[src/sls_pkg.sv]
// Package for the supply level sequencer: register map, field layouts,
// command codes, timing constants and the state records of both modules.
// Assumes a 50 MHz core clock and a 32-bit AXI4-Lite register bus.
package sls_pkg;

  // ****************************************************************
  // Clock and timing
  // ****************************************************************
  localparam int CLK_PERIOD_NS = 20;
  localparam int STEP_TIME_NS  = 300000;  // One adjustment step, 300 us
  // Least time, so round up to whole cycles
  localparam int STEP_CYCLES   = (STEP_TIME_NS + CLK_PERIOD_NS - 1) / CLK_PERIOD_NS;
  localparam int TIMER_W       = 16;

  // ****************************************************************
  // Bus widths and answers
  // ****************************************************************
  localparam int              ADDR_W      = 8;
  localparam logic [1:0]      RESP_OKAY   = 2'h0;
  localparam logic [1:0]      RESP_SLVERR = 2'h2;
  localparam logic [31:0]     RDATA_NONE  = 32'h0000_0000;

  // ****************************************************************
  // Register indices and byte addresses (byte address = 4 x index)
  // ****************************************************************
  localparam logic [7:0] IDX_BIAS   = 8'h0B;
  localparam logic [7:0] IDX_IRQ    = 8'h36;
  localparam logic [7:0] IDX_MASK   = 8'h3A;
  localparam logic [7:0] IDX_CMD    = 8'h3B;
  localparam logic [7:0] IDX_STATUS = 8'h3C;
  localparam logic [ADDR_W-1:0] ADDR_BIAS   = ADDR_W'(IDX_BIAS * 4);
  localparam logic [ADDR_W-1:0] ADDR_IRQ    = ADDR_W'(IDX_IRQ * 4);
  localparam logic [ADDR_W-1:0] ADDR_MASK   = ADDR_W'(IDX_MASK * 4);
  localparam logic [ADDR_W-1:0] ADDR_CMD    = ADDR_W'(IDX_CMD * 4);
  localparam logic [ADDR_W-1:0] ADDR_STATUS = ADDR_W'(IDX_STATUS * 4);

  // ****************************************************************
  // Direct commands and voltage codes (code 0 = 2.7 V, 7 = 3.4 V)
  // ****************************************************************
  localparam logic [7:0] CMD_AUTO    = 8'hA2;
  localparam logic [7:0] CMD_MANUAL  = 8'hA3;
  localparam logic [2:0] SEL_MIN     = 3'h0;
  localparam logic [2:0] SEL_MAX     = 3'h7;
  localparam logic [2:0] MAIN_SEL_RST = 3'h0;
  localparam logic [2:0] PA_SEL_RST   = 3'h0;

  // ****************************************************************
  // Register layouts
  // ****************************************************************
  typedef struct packed {
    logic [25:0] pad;
    logic [2:0]  pa_reg_voltage_sel;
    logic [2:0]  main_reg_voltage_sel;
  } sls_bias_t;

  typedef struct packed {
    logic [22:0] pad;
    logic [2:0]  pa_applied;
    logic [2:0]  main_applied;
    logic        rf_on;
    logic        auto_use;
    logic        running;
  } sls_stat_t;

  typedef struct packed {
    logic [30:0] pad;
    logic        cmd_done;
  } sls_irq_t;

  // ****************************************************************
  // Bus carriers
  // ****************************************************************
  typedef struct packed {
    logic              awvalid;
    logic [ADDR_W-1:0] awaddr;
    logic              wvalid;
    logic [31:0]       wdata;
    logic [3:0]        wstrb;
    logic              bready;
    logic              arvalid;
    logic [ADDR_W-1:0] araddr;
    logic              rready;
  } sls_axi_req_t;

  typedef struct packed {
    logic        awready;
    logic        wready;
    logic        bvalid;
    logic [1:0]  bresp;
    logic        arready;
    logic        rvalid;
    logic [31:0] rdata;
    logic [1:0]  rresp;
  } sls_axi_rsp_t;

  // ****************************************************************
  // State records
  // ****************************************************************
  localparam int SYNC_W = 2;

  typedef struct packed {
    logic [SYNC_W-1:0] s1;
    logic [SYNC_W-1:0] s2;
    logic [SYNC_W-1:0] s3;
    logic [SYNC_W-1:0] level;
  } sls_sync_t;

  typedef struct packed {
    sls_axi_rsp_t      rsp;
    logic              aw_got;
    logic              w_got;
    logic [ADDR_W-1:0] aw_addr;
    logic [31:0]       wdata;
    logic [3:0]        wstrb;
    logic [2:0]        main_manual;
    logic [2:0]        pa_manual;
    logic [2:0]        auto_sel;
    logic              running;
    logic              auto_use;
    logic [TIMER_W-1:0] timer;
    logic              irq_status;
    logic              irq_mask;
    logic [2:0]        main_out;
    logic [2:0]        pa_out;
    logic              rf_on;
    logic              irq;
  } sls_state_t;

  localparam sls_state_t STATE_RST = '{main_manual: MAIN_SEL_RST, main_out: MAIN_SEL_RST,
                                       pa_manual: PA_SEL_RST, pa_out: PA_SEL_RST, default: '0};

endpackage

[src/sls_supply_sequencer.sv]
// Supply level sequencer: manual regulator settings, automatic step-down
// adjustment, power-down via the enable pin, command-completion interrupt.
// Assumes an AXI4-Lite master on core_clk and async en/headroom pins.
//
// Contract
// - The main regulator code (2.7 V to 3.4 V in 0.1 V steps) comes from a 3-bit field.
// - The PA regulator code comes from its own 3-bit field in the same bias register.
// - In automatic mode the PA supply takes the lower of its manual code and the automatic result.
// - Command A2h starts the automatic supply level adjustment.
// - Command A3h, sent by the host, returns both regulators to the manual fields.
// - Adjustment begins at the 3.4 V code with the RF field switched on.
// - Each 300 us the code drops by one 100 mV step, never below 2.7 V.
// - Adjustment ends once supply headroom reaches 300 mV or the lowest code is reached.
// - At the end the RF field goes off and the command-completion flag is set.
// - With the enable pin low the block stays powered down and idle.
// - The block runs only while the enable pin is high.
// - A pending unmasked interrupt drives the interrupt pin high.
// - At power-up every configuration register holds its default value.
//
// Our own choices: the placing of the registers and the AXI4-Lite register port.
module sls_supply_sequencer #(
  parameter int STEP_CYCLES = sls_pkg::STEP_CYCLES
) (
  input  wire logic                 core_clk,
  input  wire logic                 arst_n,
  input  wire sls_pkg::sls_axi_req_t axi_req,
  output sls_pkg::sls_axi_rsp_t      axi_rsp,
  input  wire logic                 en_pin,
  input  wire logic                 external_supply_headroom,
  output logic      [2:0]           main_reg_sel,
  output logic      [2:0]           pa_supply_output,
  output logic                      rf_field_on,
  output logic                      irq_pin
);

  localparam logic [sls_pkg::TIMER_W-1:0] STEP_LAST = sls_pkg::TIMER_W'(STEP_CYCLES - 1);

  sls_pkg::sls_state_t st_reg;
  sls_pkg::sls_state_t st_next;
  logic [1:0]          pins_sync;
  logic                en_now;
  logic                headroom_now;
  logic                start_cmd;
  logic                manual_cmd;

  // ****************************************************************
  // Pin synchronisation
  // ****************************************************************
  sls_sync3 u_sync (
    .core_clk  (core_clk),
    .arst_n    (arst_n),
    .pin_in    ({external_supply_headroom, en_pin}),
    .level_out (pins_sync)
  );

  assign en_now       = pins_sync[0];
  assign headroom_now = pins_sync[1];

  // ****************************************************************
  // Bus, registers and adjustment sequencer
  // ****************************************************************
  always_comb begin
    logic                aw_hs;
    logic                w_hs;
    logic                ar_hs;
    logic                wr_go;
    logic                irq_clr;
    logic                done_evt;
    sls_pkg::sls_bias_t  bias_w;
    sls_pkg::sls_bias_t  bias_r;
    sls_pkg::sls_stat_t  stat_r;
    sls_pkg::sls_irq_t   irq_r;
    // Hold by default; decode this cycle's handshakes
    st_next    = st_reg;
    aw_hs      = axi_req.awvalid & st_reg.rsp.awready;
    w_hs       = axi_req.wvalid & st_reg.rsp.wready;
    ar_hs      = axi_req.arvalid & st_reg.rsp.arready;
    wr_go      = 1'b0;
    irq_clr    = 1'b0;
    done_evt   = 1'b0;
    start_cmd  = 1'b0;
    manual_cmd = 1'b0;
    bias_w     = '0;
    bias_r     = '0;
    stat_r     = '0;
    irq_r      = '0;

    // Write address and data are taken in either order
    if (aw_hs) begin
      st_next.aw_got  = 1'b1;
      st_next.aw_addr = axi_req.awaddr;
    end
    if (w_hs) begin
      st_next.w_got = 1'b1;
      st_next.wdata = axi_req.wdata;
      st_next.wstrb = axi_req.wstrb;
    end
    if (st_reg.rsp.bvalid && axi_req.bready) begin
      st_next.rsp.bvalid = 1'b0;
    end
    wr_go = st_next.aw_got & st_next.w_got & ~st_reg.rsp.bvalid;

    // Register write effects; only byte lane 0 carries fields
    if (wr_go) begin
      st_next.aw_got     = 1'b0;
      st_next.w_got      = 1'b0;
      st_next.rsp.bvalid = 1'b1;
      st_next.rsp.bresp  = sls_pkg::RESP_OKAY;
      bias_w             = sls_pkg::sls_bias_t'(st_next.wdata);
      case (st_next.aw_addr)
        sls_pkg::ADDR_BIAS: begin
          if (st_next.wstrb[0]) begin
            st_next.main_manual = bias_w.main_reg_voltage_sel;
            st_next.pa_manual   = bias_w.pa_reg_voltage_sel;
          end
        end
        sls_pkg::ADDR_IRQ: begin
          irq_clr = st_next.wstrb[0] & st_next.wdata[0];
        end
        sls_pkg::ADDR_MASK: begin
          if (st_next.wstrb[0]) begin
            st_next.irq_mask = st_next.wdata[0];
          end
        end
        sls_pkg::ADDR_CMD: begin
          if (st_next.wstrb[0]) begin
            start_cmd  = (st_next.wdata[7:0] == sls_pkg::CMD_AUTO);
            manual_cmd = (st_next.wdata[7:0] == sls_pkg::CMD_MANUAL);
          end
        end
        sls_pkg::ADDR_STATUS: begin
          st_next.rsp.bresp = sls_pkg::RESP_OKAY;
        end
        default: begin
          st_next.rsp.bresp = sls_pkg::RESP_SLVERR;
        end
      endcase
    end
    // Write channels reopen once the answer is taken
    st_next.rsp.awready = ~st_next.aw_got & ~st_next.rsp.bvalid;
    st_next.rsp.wready  = ~st_next.w_got & ~st_next.rsp.bvalid;

    // Read answer is registered, one edge after the address is taken
    if (st_reg.rsp.rvalid && axi_req.rready) begin
      st_next.rsp.rvalid = 1'b0;
    end
    // Snapshot of every readable register
    if (ar_hs) begin
      bias_r.main_reg_voltage_sel = st_reg.main_manual;
      bias_r.pa_reg_voltage_sel   = st_reg.pa_manual;
      stat_r.running              = st_reg.running;
      stat_r.auto_use             = st_reg.auto_use;
      stat_r.rf_on                = st_reg.rf_on;
      stat_r.main_applied         = st_reg.main_out;
      stat_r.pa_applied           = st_reg.pa_out;
      irq_r.cmd_done              = st_reg.irq_status;
      st_next.rsp.rvalid          = 1'b1;
      st_next.rsp.rresp           = sls_pkg::RESP_OKAY;
      case (axi_req.araddr)
        sls_pkg::ADDR_BIAS:   st_next.rsp.rdata = bias_r;
        sls_pkg::ADDR_IRQ:    st_next.rsp.rdata = irq_r;
        sls_pkg::ADDR_MASK:   st_next.rsp.rdata = {31'h0000_0000, st_reg.irq_mask};
        sls_pkg::ADDR_STATUS: st_next.rsp.rdata = stat_r;
        sls_pkg::ADDR_CMD:    st_next.rsp.rdata = sls_pkg::RDATA_NONE;
        default: begin
          st_next.rsp.rdata = sls_pkg::RDATA_NONE;
          st_next.rsp.rresp = sls_pkg::RESP_SLVERR;
        end
      endcase
    end
    st_next.rsp.arready = ~st_next.rsp.rvalid;

    // Sequencer; manual command aborts a running adjustment silently
    if (manual_cmd) begin
      st_next.running  = 1'b0;
      st_next.auto_use = 1'b0;
    end else if (st_reg.running) begin
      // Count the interval out, then step or finish
      if (st_reg.timer != '0) begin
        st_next.timer = st_reg.timer - 1'b1;
      end else if (headroom_now || st_reg.auto_sel == sls_pkg::SEL_MIN) begin
        st_next.running  = 1'b0;
        st_next.auto_use = 1'b1;
        done_evt         = 1'b1;
      end else begin
        st_next.auto_sel = st_reg.auto_sel - 1'b1;
        st_next.timer    = STEP_LAST;
      end
    end else if (start_cmd) begin
      st_next.running  = 1'b1;
      st_next.auto_sel = sls_pkg::SEL_MAX;
      st_next.timer    = STEP_LAST;
    end

    // Sticky completion flag; a new event beats a same-cycle clear
    st_next.irq_status = (st_reg.irq_status & ~irq_clr) | done_evt;

    // Outputs follow state by one edge so each is a plain flip-flop
    st_next.rf_on = st_reg.running;
    st_next.irq   = st_reg.irq_status & st_reg.irq_mask;
    if (st_reg.running || st_reg.auto_use) begin
      st_next.main_out = st_reg.auto_sel;
      // Lower code wins so the PA never sees more than either source
      if (st_reg.pa_manual < st_reg.auto_sel) begin
        st_next.pa_out = st_reg.pa_manual;
      end else begin
        st_next.pa_out = st_reg.auto_sel;
      end
    end else begin
      st_next.main_out = st_reg.main_manual;
      st_next.pa_out   = st_reg.pa_manual;
    end

    // Power-down: configuration back to defaults, nothing runs
    if (!en_now) begin
      st_next.main_manual = sls_pkg::MAIN_SEL_RST;
      st_next.pa_manual   = sls_pkg::PA_SEL_RST;
      st_next.running     = 1'b0;
      st_next.auto_use    = 1'b0;
      st_next.irq_status  = 1'b0;
      st_next.irq_mask    = 1'b0;
    end
  end

  // State register; the reset image holds every register default
  always_ff @(posedge core_clk or negedge arst_n) begin
    if (!arst_n) begin
      st_reg <= sls_pkg::STATE_RST;
    end else begin
      st_reg <= st_next;
    end
  end

  // Outputs straight from the state register
  assign axi_rsp          = st_reg.rsp;
  assign main_reg_sel     = st_reg.main_out;
  assign pa_supply_output = st_reg.pa_out;
  assign rf_field_on      = st_reg.rf_on;
  assign irq_pin          = st_reg.irq;

  // ****************************************************************
  // Assertions
  // ****************************************************************
  AST_MAIN_MANUAL: assert property (@(posedge core_clk) disable iff (!arst_n)
    (!st_reg.running && !st_reg.auto_use) |=> (main_reg_sel == $past(st_reg.main_manual)))
    else $error("main regulator code does not follow manual field");

  AST_PA_MANUAL: assert property (@(posedge core_clk) disable iff (!arst_n)
    (!st_reg.running && !st_reg.auto_use) |=> (pa_supply_output == $past(st_reg.pa_manual)))
    else $error("PA regulator code does not follow its manual field");

  AST_PA_LOWEST: assert property (@(posedge core_clk) disable iff (!arst_n)
    st_reg.auto_use |=> (pa_supply_output <= $past(st_reg.pa_manual))
                        && (pa_supply_output <= $past(st_reg.auto_sel)))
    else $error("PA supply code is not the lower of manual and automatic");

  AST_START: assert property (@(posedge core_clk) disable iff (!arst_n)
    (en_now && start_cmd && !manual_cmd && !st_reg.running)
      |=> st_reg.running && (st_reg.auto_sel == sls_pkg::SEL_MAX) ##1 rf_field_on)
    else $error("start command did not begin adjustment at top code");

  AST_MANUAL: assert property (@(posedge core_clk) disable iff (!arst_n)
    (manual_cmd) |=> (!st_reg.running && !st_reg.auto_use))
    else $error("manual command did not return to manual control");

  AST_STEP: assert property (@(posedge core_clk) disable iff (!arst_n)
    (en_now && !manual_cmd && st_reg.running && st_reg.timer == '0 && !headroom_now
     && st_reg.auto_sel != sls_pkg::SEL_MIN)
      |=> (st_reg.auto_sel == $past(st_reg.auto_sel) - 3'h1) && (st_reg.timer == STEP_LAST))
    else $error("adjustment step not taken at end of interval");

  AST_FINISH: assert property (@(posedge core_clk) disable iff (!arst_n)
    (en_now && !manual_cmd && st_reg.running && st_reg.timer == '0
     && (headroom_now || st_reg.auto_sel == sls_pkg::SEL_MIN))
      |=> !st_reg.running && st_reg.irq_status ##1 !rf_field_on)
    else $error("adjustment did not finish with flag set and field off");

  AST_IRQ_PIN: assert property (@(posedge core_clk) disable iff (!arst_n)
    (st_reg.irq_status && st_reg.irq_mask) |=> irq_pin)
    else $error("interrupt pin low while unmasked flag pending");

  AST_POWER_DOWN: assert property (@(posedge core_clk) disable iff (!arst_n)
    (!en_now) |=> !st_reg.running && (st_reg.main_manual == sls_pkg::MAIN_SEL_RST) ##1 !rf_field_on)
    else $error("block not idle and at defaults while disabled");

  AST_NO_RESTART: assert property (@(posedge core_clk) disable iff (!arst_n)
    (st_reg.running && start_cmd && st_reg.timer != '0 && en_now)
      |=> (st_reg.auto_sel == $past(st_reg.auto_sel)) && (st_reg.timer == $past(st_reg.timer) - 1'b1))
    else $error("repeated start disturbed a running adjustment");

  // No unmasked flag, no interrupt
  AST_IRQ_QUIET: assert property (@(posedge core_clk) disable iff (!arst_n)
    !(st_reg.irq_status && st_reg.irq_mask) |=> !irq_pin)
    else $error("interrupt pin high without unmasked flag");

  // Field loads the supply all through the run
  AST_RF_RUN: assert property (@(posedge core_clk) disable iff (!arst_n)
    st_reg.running |=> rf_field_on)
    else $error("RF field off during adjustment");

  // Field drops once the run is over
  AST_RF_OFF: assert property (@(posedge core_clk) disable iff (!arst_n)
    !st_reg.running |=> !rf_field_on)
    else $error("RF field on while idle");

  // Floor code is never left downwards
  AST_FLOOR: assert property (@(posedge core_clk) disable iff (!arst_n)
    (st_reg.running && st_reg.auto_sel == sls_pkg::SEL_MIN) |=> (st_reg.auto_sel == sls_pkg::SEL_MIN))
    else $error("code stepped below the floor");

  // Code only moves at the end of an interval
  AST_HOLD_STEP: assert property (@(posedge core_clk) disable iff (!arst_n)
    (st_reg.running && st_reg.timer != '0) |=> (st_reg.auto_sel == $past(st_reg.auto_sel)))
    else $error("code changed inside an interval");

  // A run only starts while enabled
  AST_RUN_ENABLED: assert property (@(posedge core_clk) disable iff (!arst_n)
    $rose(st_reg.running) |-> $past(en_now))
    else $error("adjustment started while disabled");

  // Flag only set by a finishing run
  AST_FLAG_SRC: assert property (@(posedge core_clk) disable iff (!arst_n)
    $rose(st_reg.irq_status) |-> $past(st_reg.running))
    else $error("completion flag set with no run");

  // Power-down reloads mask, flag and PA field
  AST_PD_DEFAULTS: assert property (@(posedge core_clk) disable iff (!arst_n)
    !en_now |=> !st_reg.irq_mask && !st_reg.irq_status && (st_reg.pa_manual == sls_pkg::PA_SEL_RST))
    else $error("defaults not reloaded in power-down");

  // Running code drives the main regulator
  AST_RUN_CODE: assert property (@(posedge core_clk) disable iff (!arst_n)
    st_reg.running |=> (main_reg_sel == $past(st_reg.auto_sel)))
    else $error("main code does not follow the running code");

  // PA never above the running code
  AST_PA_RUN: assert property (@(posedge core_clk) disable iff (!arst_n)
    st_reg.running |=> (pa_supply_output <= $past(st_reg.auto_sel)))
    else $error("PA code above the running code");

endmodule

[src/sls_sync3.sv]
// Three-stage synchroniser for the asynchronous pin inputs.
// Assumes inputs are quasi-static levels; a change is accepted only once
// the second and third stages agree, which filters single-sample glitches.
module sls_sync3 (
  input  wire logic                      core_clk,
  input  wire logic                      arst_n,
  input  wire logic [sls_pkg::SYNC_W-1:0] pin_in,
  output logic      [sls_pkg::SYNC_W-1:0] level_out
);

  sls_pkg::sls_sync_t st_reg;
  sls_pkg::sls_sync_t st_next;

  // ****************************************************************
  // Next state
  // ****************************************************************
  // First stage feeds only the second stage
  always_comb begin
    st_next       = st_reg;
    st_next.s1    = pin_in;
    st_next.s2    = st_reg.s1;
    st_next.s3    = st_reg.s2;
    st_next.level = (st_reg.s3 & ~(st_reg.s2 ^ st_reg.s3)) | (st_reg.level & (st_reg.s2 ^ st_reg.s3));
  end

  // State register
  always_ff @(posedge core_clk or negedge arst_n) begin
    if (!arst_n) begin
      st_reg <= '0;
    end else begin
      st_reg <= st_next;
    end
  end

  assign level_out = st_reg.level;

endmodule
[config.mk]
export PLATFORM = sky130hd
export DESIGN_NAME = sls_supply_sequencer
export DESIGN_NICKNAME = d
export VERILOG_FILES = /design/src/sls_pkg.sv /design/src/sls_supply_sequencer.sv /design/src/sls_sync3.sv
export SDC_FILE = /design/constraint.sdc
export NUM_CORES = 1
export LEC_CHECK = 0
export BUFFER_PORTS_ARGS = -buffer_cell sky130_fd_sc_hd__buf_2
export CORE_UTILIZATION = 35
export DETAILED_ROUTE_END_ITERATION = 16
export HOLD_SLACK_MARGIN = 0.15
export PLACE_DENSITY = 0.66
export SLEW_MARGIN = 20
export SYNTH_ARGS = -nofsm -noshare
export SYNTH_HDL_FRONTEND = slang
export SYNTH_SLANG_ARGS = --single-unit
export TNS_END_PERCENT = 50
[constraint.sdc]
create_clock -name core_clk -period 2.3 [get_ports core_clk]
set_input_delay 0.115 -clock core_clk [delete_from_list [all_inputs] [get_ports core_clk]]
set_output_delay 0.115 -clock core_clk [all_outputs]
set_load 0.03 [all_outputs]
---- Word level (Yosys, flattened, before mapping) ----
Cells that the tools add are included.
word-level totals
  logic and storage cells ................. 138
  input bits .............................. 61
  register bits after elaboration ......... 108
  output and inout bits ................... 49
operators by class
  $add $sub $neg .......................... 2
  bitwise logic cells ..................... 23
  reductions and logical operators ........ 14
  multiplexer cells ....................... 46
  equality and inequality tests ........... 22
  $lt $le $gt $ge ......................... 1
operators by type and width
  kind                     number
  $eq A8 B8 Y1 const B     10
  $mux W16                 4
  $pmux W9 S4              1
  $mux W35                 1
  $mux W6                  5
  $mux W1                  20
  $eq A8 B6 Y1 const B     2
  $reduce_bool A16 Y1      1
  $sub A16 B1 Y16 const B  1
  $mux W2                  7
  $mux W12                 1
  $ne A2 B2 Y1 const B     6
  $ne A3 B3 Y1 const B     4
  $reduce_and A3 Y1        4
  $and A1 B1 Y1            10
  $reduce_or A5 Y1         2
  $mux W3                  3
  $mux W4                  2
  $mux W8                  1
  $not A1 Y1               7
  $mux W5                  1
  $and A2 B2 Y2            2
  $reduce_and A4 Y1        1
  $logic_not A3 Y1         1
  9 further kinds          11

---- Depth between registers and ports, before layout ----
  depth in word-level cells ............... 10
  mapped depth ............................ 9
  depth with buffers taken out ............ 8

---- Modules after synthesis ----
From an unflattened synthesis, not the netlist that was laid out.
unflattened totals
  cells, all modules ...................... 414
  area, all modules ....................... 4196.5 sq um
modules (own cells, without submodules)
  module                cells an instance  times used  sequential area each (sq um)  area each (sq um)
  sls_supply_sequencer  402                1           1801.7                        3958.8
  sls_sync3             12                 1           200.2                         237.7

---- Worst setup path before layout ----
OpenSTA, ideal clock, no wires.
  path kind ............................... reg2reg
  start point ............................. reg st_reg[28] (netlist name)
  end point ............................... reg st_reg[18] (netlist name)
  cell stages (with the launch flop) ...... 9
  required time ........................... 2.176 ns
  setup slack ............................. 0.028 ns
  library setup time ...................... 0.124 ns
  path buffers ............................ 0
  data arrival time ....................... 2.148 ns
  period minus slack after synthesis ...... 2.272 ns
  cells stage by stage .................... dfrtp_1 > inv_1 > ha_1 > ha_1 > or2_2 > and3_1 > a311oi_4 > nor2_8 > o31a_1
between the ends
  longest elaborated chain between the ends .. 4
RTL lines
  item                                RTL line                     source
  from (decl)                         sls_supply_sequencer.sv:38   sls_pkg::sls_state_t st_reg;
  from (signal assigned)              sls_supply_sequencer.sv:228  st_reg <= sls_pkg::STATE_RST;
  from (signal assigned)              sls_supply_sequencer.sv:230  st_reg <= st_next;
  $logic_not A3 Y1                    sls_supply_sequencer.sv:181  end else if (headroom_now || st_reg.auto_sel == sls_pkg::SEL_MIN) begin
  $logic_or A1 B1 Y1                  sls_supply_sequencer.sv:181
  $ne A3 B3 Y1 (no source line)       --
  $reduce_and A3 Y1 (no source line)  --
Every way passes these cells.
A chain may end at the register's enable or synchronous reset.

---- Worst setup path after layout ----
  start point ............................. reg st_reg[11] (netlist name)
  end point ............................... reg st_reg[24] (netlist name)
between the ends
  longest elaborated chain between the ends .. 3
  elaborated cells between the ends (all ways) .. 6
  classes of those cells .................. add/sub: 1; eq/ne: 1; mux: 2; reduce/logical: 2
RTL lines
  item                                                           RTL line
  $sub A16 B1 Y16 / $reduce_bool A16 Y1 (equally long branches)  sls_supply_sequencer.sv:180, sls_supply_sequencer.sv:179
  $mux W16 / $ne A3 B3 Y1 (equally long branches)                --
  $mux W16 / $reduce_and A3 Y1 (equally long branches)           --
Parallel ways exist; a longest one is shown, timed or not.

==> impl_metrics.xml <==
<?xml version="1.0" encoding="UTF-8"?>
<metrics>
  <group name="placement">
    <metric name="detailed_place.area" unit="mm^2">0.00475</metric>
    <metric name="port_buffers" unit="">57</metric>
    <metric name="place_inst" unit="">659</metric>
    <metric name="place_worst_setup_slack" unit="ps">-85.1</metric>
    <metric name="dp_hpwl" unit="um">6970</metric>
    <metric name="gp_routability_congestion" unit="">0.787</metric>
  </group>
  <group name="worst_setup_path">
    <metric name="worst-endpoint-required" unit="ps">2520</metric>
    <metric name="cp-end-kind" unit="">register</metric>
    <metric name="crit_end" unit="">st_reg[24]</metric>
    <metric name="crit-reg2reg-launch" unit="">st_reg[11]</metric>
    <metric name="cpMaxStageDelayCell" unit="">or3_4</metric>
    <metric name="worst_r2r_path_depth" unit="">8</metric>
    <metric name="critPathMaxFanout" unit="">4</metric>
    <metric name="rr_endpoint" unit="">st_reg[24]</metric>
    <metric name="timing.critical_path.depth" unit="">8</metric>
    <metric name="worst-endpoint-arrival" unit="ps">2490</metric>
    <metric name="crit_buf_inv" unit="">2</metric>
    <metric name="crit_path_start_kind" unit="">register</metric>
    <metric name="r2r_setup_slack" unit="ps">30</metric>
    <metric name="critical_path.max_stage_delay" unit="ps">440</metric>
    <metric name="cp_top_family" unit="">simple AND/OR/NAND/NOR gates</metric>
    <metric name="criticalPathCategory" unit="">register to register</metric>
    <metric name="critical_path.cell_chain" unit="">inv_2, buf_6, ha_4, or3b_4, nor3_4, nand2b_1, or3_4, a311o_1</metric>
    <metric name="setup.worst_path.start" unit="">st_reg[11]</metric>
  </group>
  <group name="synthesis">
    <metric name="dominant_combinational_cell_family_by_area_after_synthesis" unit="">simple AND/OR/NAND/NOR gates</metric>
    <metric name="syn_avg_cell_area" unit="um^2">9.44</metric>
    <metric name="synth_flop_cell" unit="">dfrtp_1</metric>
    <metric name="synth_edf_count" unit="">0</metric>
    <metric name="yosys.cell_types.count" unit="">63</metric>
    <metric name="synth_compound_gate_area_share" unit="%">12.9</metric>
    <metric name="flops_latches_synth" unit="">80</metric>
    <metric name="async_flop_share" unit="%">100</metric>
    <metric name="muxShareOfSynthArea" unit="%">3.16</metric>
    <metric name="post_synth_fa_ha_maj_area_fraction" unit="%">2.22</metric>
    <metric name="synthesis.area" unit="mm^2">0.00427</metric>
    <metric name="synth.area.top_cells" unit="">dfrtp_1 47%, buf_4 8.6%, nand2_1 6.4%, o21ai_0 3.3%, nor2_1 2.6%</metric>
    <metric name="synth_sequential_area_ratio" unit="%">46.8</metric>
    <metric name="yosysWarnings" unit="">0</metric>
    <metric name="syn-instance-count" unit="">453</metric>
    <metric name="synth_top_area_share" unit="%">46.8</metric>
    <metric name="synthDominantAreaCellType" unit="">dfrtp_1</metric>
    <metric name="synthXorXnorAreaFrac" unit="%">1.23</metric>
    <metric name="synthSimpleGateAreaFrac" unit="%">21.8</metric>
  </group>
  <group name="grt">
    <metric name="use_met3" unit="%">4.59</metric>
    <metric name="grt_start_max_net_pins" unit="">44</metric>
    <metric name="grt_pass1_wl" unit="um">16000</metric>
    <metric name="grt_overflow" unit="">0</metric>
    <metric name="grt_use_met2" unit="%">27.5</metric>
    <metric name="grt_usage" unit="%">16.0</metric>
    <metric name="grt_antenna_before_repair" unit="">0</metric>
    <metric name="busiest_layer" unit="">met2</metric>
    <metric name="grt_pass1_vias" unit="">3441</metric>
    <metric name="grt.met1_usage" unit="%">19.1</metric>
  </group>
  <group name="floorplanning">
    <metric name="placementRows" unit="">39</metric>
    <metric name="dieHeight" unit="um">113</metric>
    <metric name="floorplan.initialDensity" unit="%">36.6</metric>
    <metric name="core" unit="mm^2">0.0117</metric>
    <metric name="top_level_i_o_count" unit="">110</metric>
    <metric name="chip_width" unit="um">113</metric>
    <metric name="fp.dieArea" unit="mm^2">0.0127</metric>
  </group>
  <group name="worst_hold_path">
    <metric name="hold_path_class" unit="">primary input to register</metric>
  </group>
  <group name="finish">
    <metric name="final-instance-count-excl-fill" unit="">701</metric>
    <metric name="finish.utilization" unit="%">46.9</metric>
    <metric name="fin_nets" unit="">620</metric>
    <metric name="fraction_of_final_layout_cells_with_drive_strength_greater_than_1" unit="%">28.0</metric>
    <metric name="final_common_cell" unit="">dfrtp_1</metric>
    <metric name="mostFrequentLayoutCells" unit="">80 x dfrtp_1, 73 x nand2_1, 56 x buf_2, 45 x buf_4, 30 x nor2_1</metric>
    <metric name="multi_input_area" unit="mm^2">0.00199</metric>
    <metric name="regArea" unit="mm^2">0.00200</metric>
    <metric name="area_delta_synth_final" unit="%">27.9</metric>
    <metric name="largest_register_ffs" unit="">47</metric>
    <metric name="antenna-diode-count" unit="">0</metric>
    <metric name="fillerInstances" unit="">1045</metric>
    <metric name="final_area" unit="mm^2">0.00547</metric>
  </group>
  <group name="clock_network">
    <metric name="cts_made_buffers" unit="">9</metric>
    <metric name="clock_sink_count" unit="">80</metric>
    <metric name="clkTransAtPathRegs" unit="ps">60</metric>
    <metric name="htree_levels" unit="">3</metric>
    <metric name="clkLatencyLatePin" unit="ps">340</metric>
    <metric name="cts_root_buffer" unit="">clkbuf_16</metric>
    <metric name="cts_tree" unit="">yes</metric>
    <metric name="clock_tree.buffer_depth" unit="">2</metric>
  </group>
  <group name="timing">
    <metric name="timing.final.crit_share" unit="%">98.6</metric>
    <metric name="achievable_frequency" unit="MHz">441</metric>
    <metric name="maxSlewHeadroom" unit="%">61.9</metric>
    <metric name="unrepaired_setup_endpoints_after_global_routing" unit="">yes</metric>
    <metric name="finalCriticalPeriod" unit="ps">2270</metric>
    <metric name="timing_hold_violations_final" unit="">0</metric>
    <metric name="worst-slew-pin-transition" unit="ps">570</metric>
    <metric name="setup_viol" unit="">0</metric>
    <metric name="post-route-worst-setup-slack" unit="ps">31.9</metric>
    <metric name="final_report_max_slew_violation_count" unit="">0</metric>
    <metric name="final.setup_skew" unit="ps">10.1</metric>
  </group>
  <group name="route">
    <metric name="drt-initial-drc-count" unit="">241</metric>
    <metric name="vias" unit="">3514</metric>
    <metric name="postRouteWirelength" unit="um">9700</metric>
    <metric name="detail_route.wl_per_cell" unit="um">13.8</metric>
    <metric name="first_pass_iters" unit="">6</metric>
    <metric name="via_density_per_instance" unit="">5.01</metric>
    <metric name="antenna_left" unit="">0</metric>
    <metric name="drt_drc_violations_left" unit="">0</metric>
  </group>
  <group name="power_and_ir_drop">
    <metric name="power_per_cell_area" unit="mW/mm^2">794</metric>
    <metric name="power.total" unit="mW">4.34</metric>
    <metric name="leakage" unit="nW">2.60</metric>
    <metric name="vdd.ir_drop.worst" unit="uV">381</metric>
  </group>
  <group name="job">
    <metric name="drv.max_cap_violation_count" unit="">0</metric>
  </group>
  <group name="status">
    <metric name="outcome" unit="">finished, final reports clean</metric>
  </group>
</metrics>
synth_stat cells, types with 5 or more instances:
master and n:
dfrtp_1 80, nand2_1 73, buf_4 49, nor2_1 30
o21ai_0 28, nor3_1 21, inv_1 18, o31ai_1 10
mux2i_1 9, nor4_1 9, clkbuf_1 8, a21oi_1 7
nand3_1 7, a22oi_1 6, ha_1 6, or3_1 6
and3_1 5, buf_2 5
cells by family after synthesis:
family,after synthesis
simple gates,182
mux,13
xor+xnor,6
other cells,1
fa+ha+maj,8
flops,80
compound gates,81
buf+inv,82
worst min path at each step:
stage / from / to / slack (ps) / cells after the start
floorplan: arst_n / asynchronous set/reset pin / -180 / 0
global placement: arst_n / u_sync.st_next[5] / 150 / 1
detailed placement: arst_n / u_sync.st_next[5] / 150 / 1
CTS: axi_req[51] / st_reg[76] / 160 / 3
global route: axi_req[47] / st_reg[37] / 190 / 3
finish: axi_req[51] / st_reg[76] / 160 / 3
through the flow:
step                      TNS, ps  hold WS, ps
after global routing         -181          192
after floorplan                 0         -181
after CTS                       0          156
after detailed placement     -559          150
final                           0          164
after global placement      -40.6          148
area by class of cell:
class	count	area share [%]
Sequential cell	80	36.6
Multi-Input combinational cell	316	36.4
Timing Repair Buffer	127	16.3
Clock buffer	12	4.69
Tap cell	143	3.27
Clock inverter	4	1.40
Inverter	19	1.30
routing by layer:
| metal | share of wire [%] | up-vias |
|---|---|---|
| met5 | 0 | - |
| met4 | 1.7 | 0 |
| met3 | 4.3 | 11 |
| met2 | 49 | 89 |
| met1 | 45 | 1692 |
| li1 | - | 1722 |
worst reg2reg max path: cells and delay by family, from the launching register on:
kind	cells	cell delay, ps
AND/OR/NAND/NOR	4	1200
buffers and inverters	2	180
flip-flops	1	380
adder cells (fa/ha/maj)	1	120
AO/OA/AOI/OAI	1	280
timing repair:
action | 4_1_cts | 5_1_grt
endpoints found under the setup margin | 16 | 25
gates cloned | 1 | 0
buffers inserted | 0 | 2
gates resized for setup | 7 | 22
pin swaps | 2 | 6
endpoints found under the hold margin | 65 | 0
hold buffers | 23 | 0
power breakdown:
| part | total [mW] | leakage (nW) | switching (mW) | internal, mW |
|---|---|---|---|---|
| clock | 1.58 | 0.159 | 0.568 | 1.01 |
| sequential | 1.76 | 1.01 | 0.137 | 1.62 |
| combinational | 1.00 | 1.43 | 0.612 | 0.391 |
Note: power is estimated with default switching activity, not from simulation.
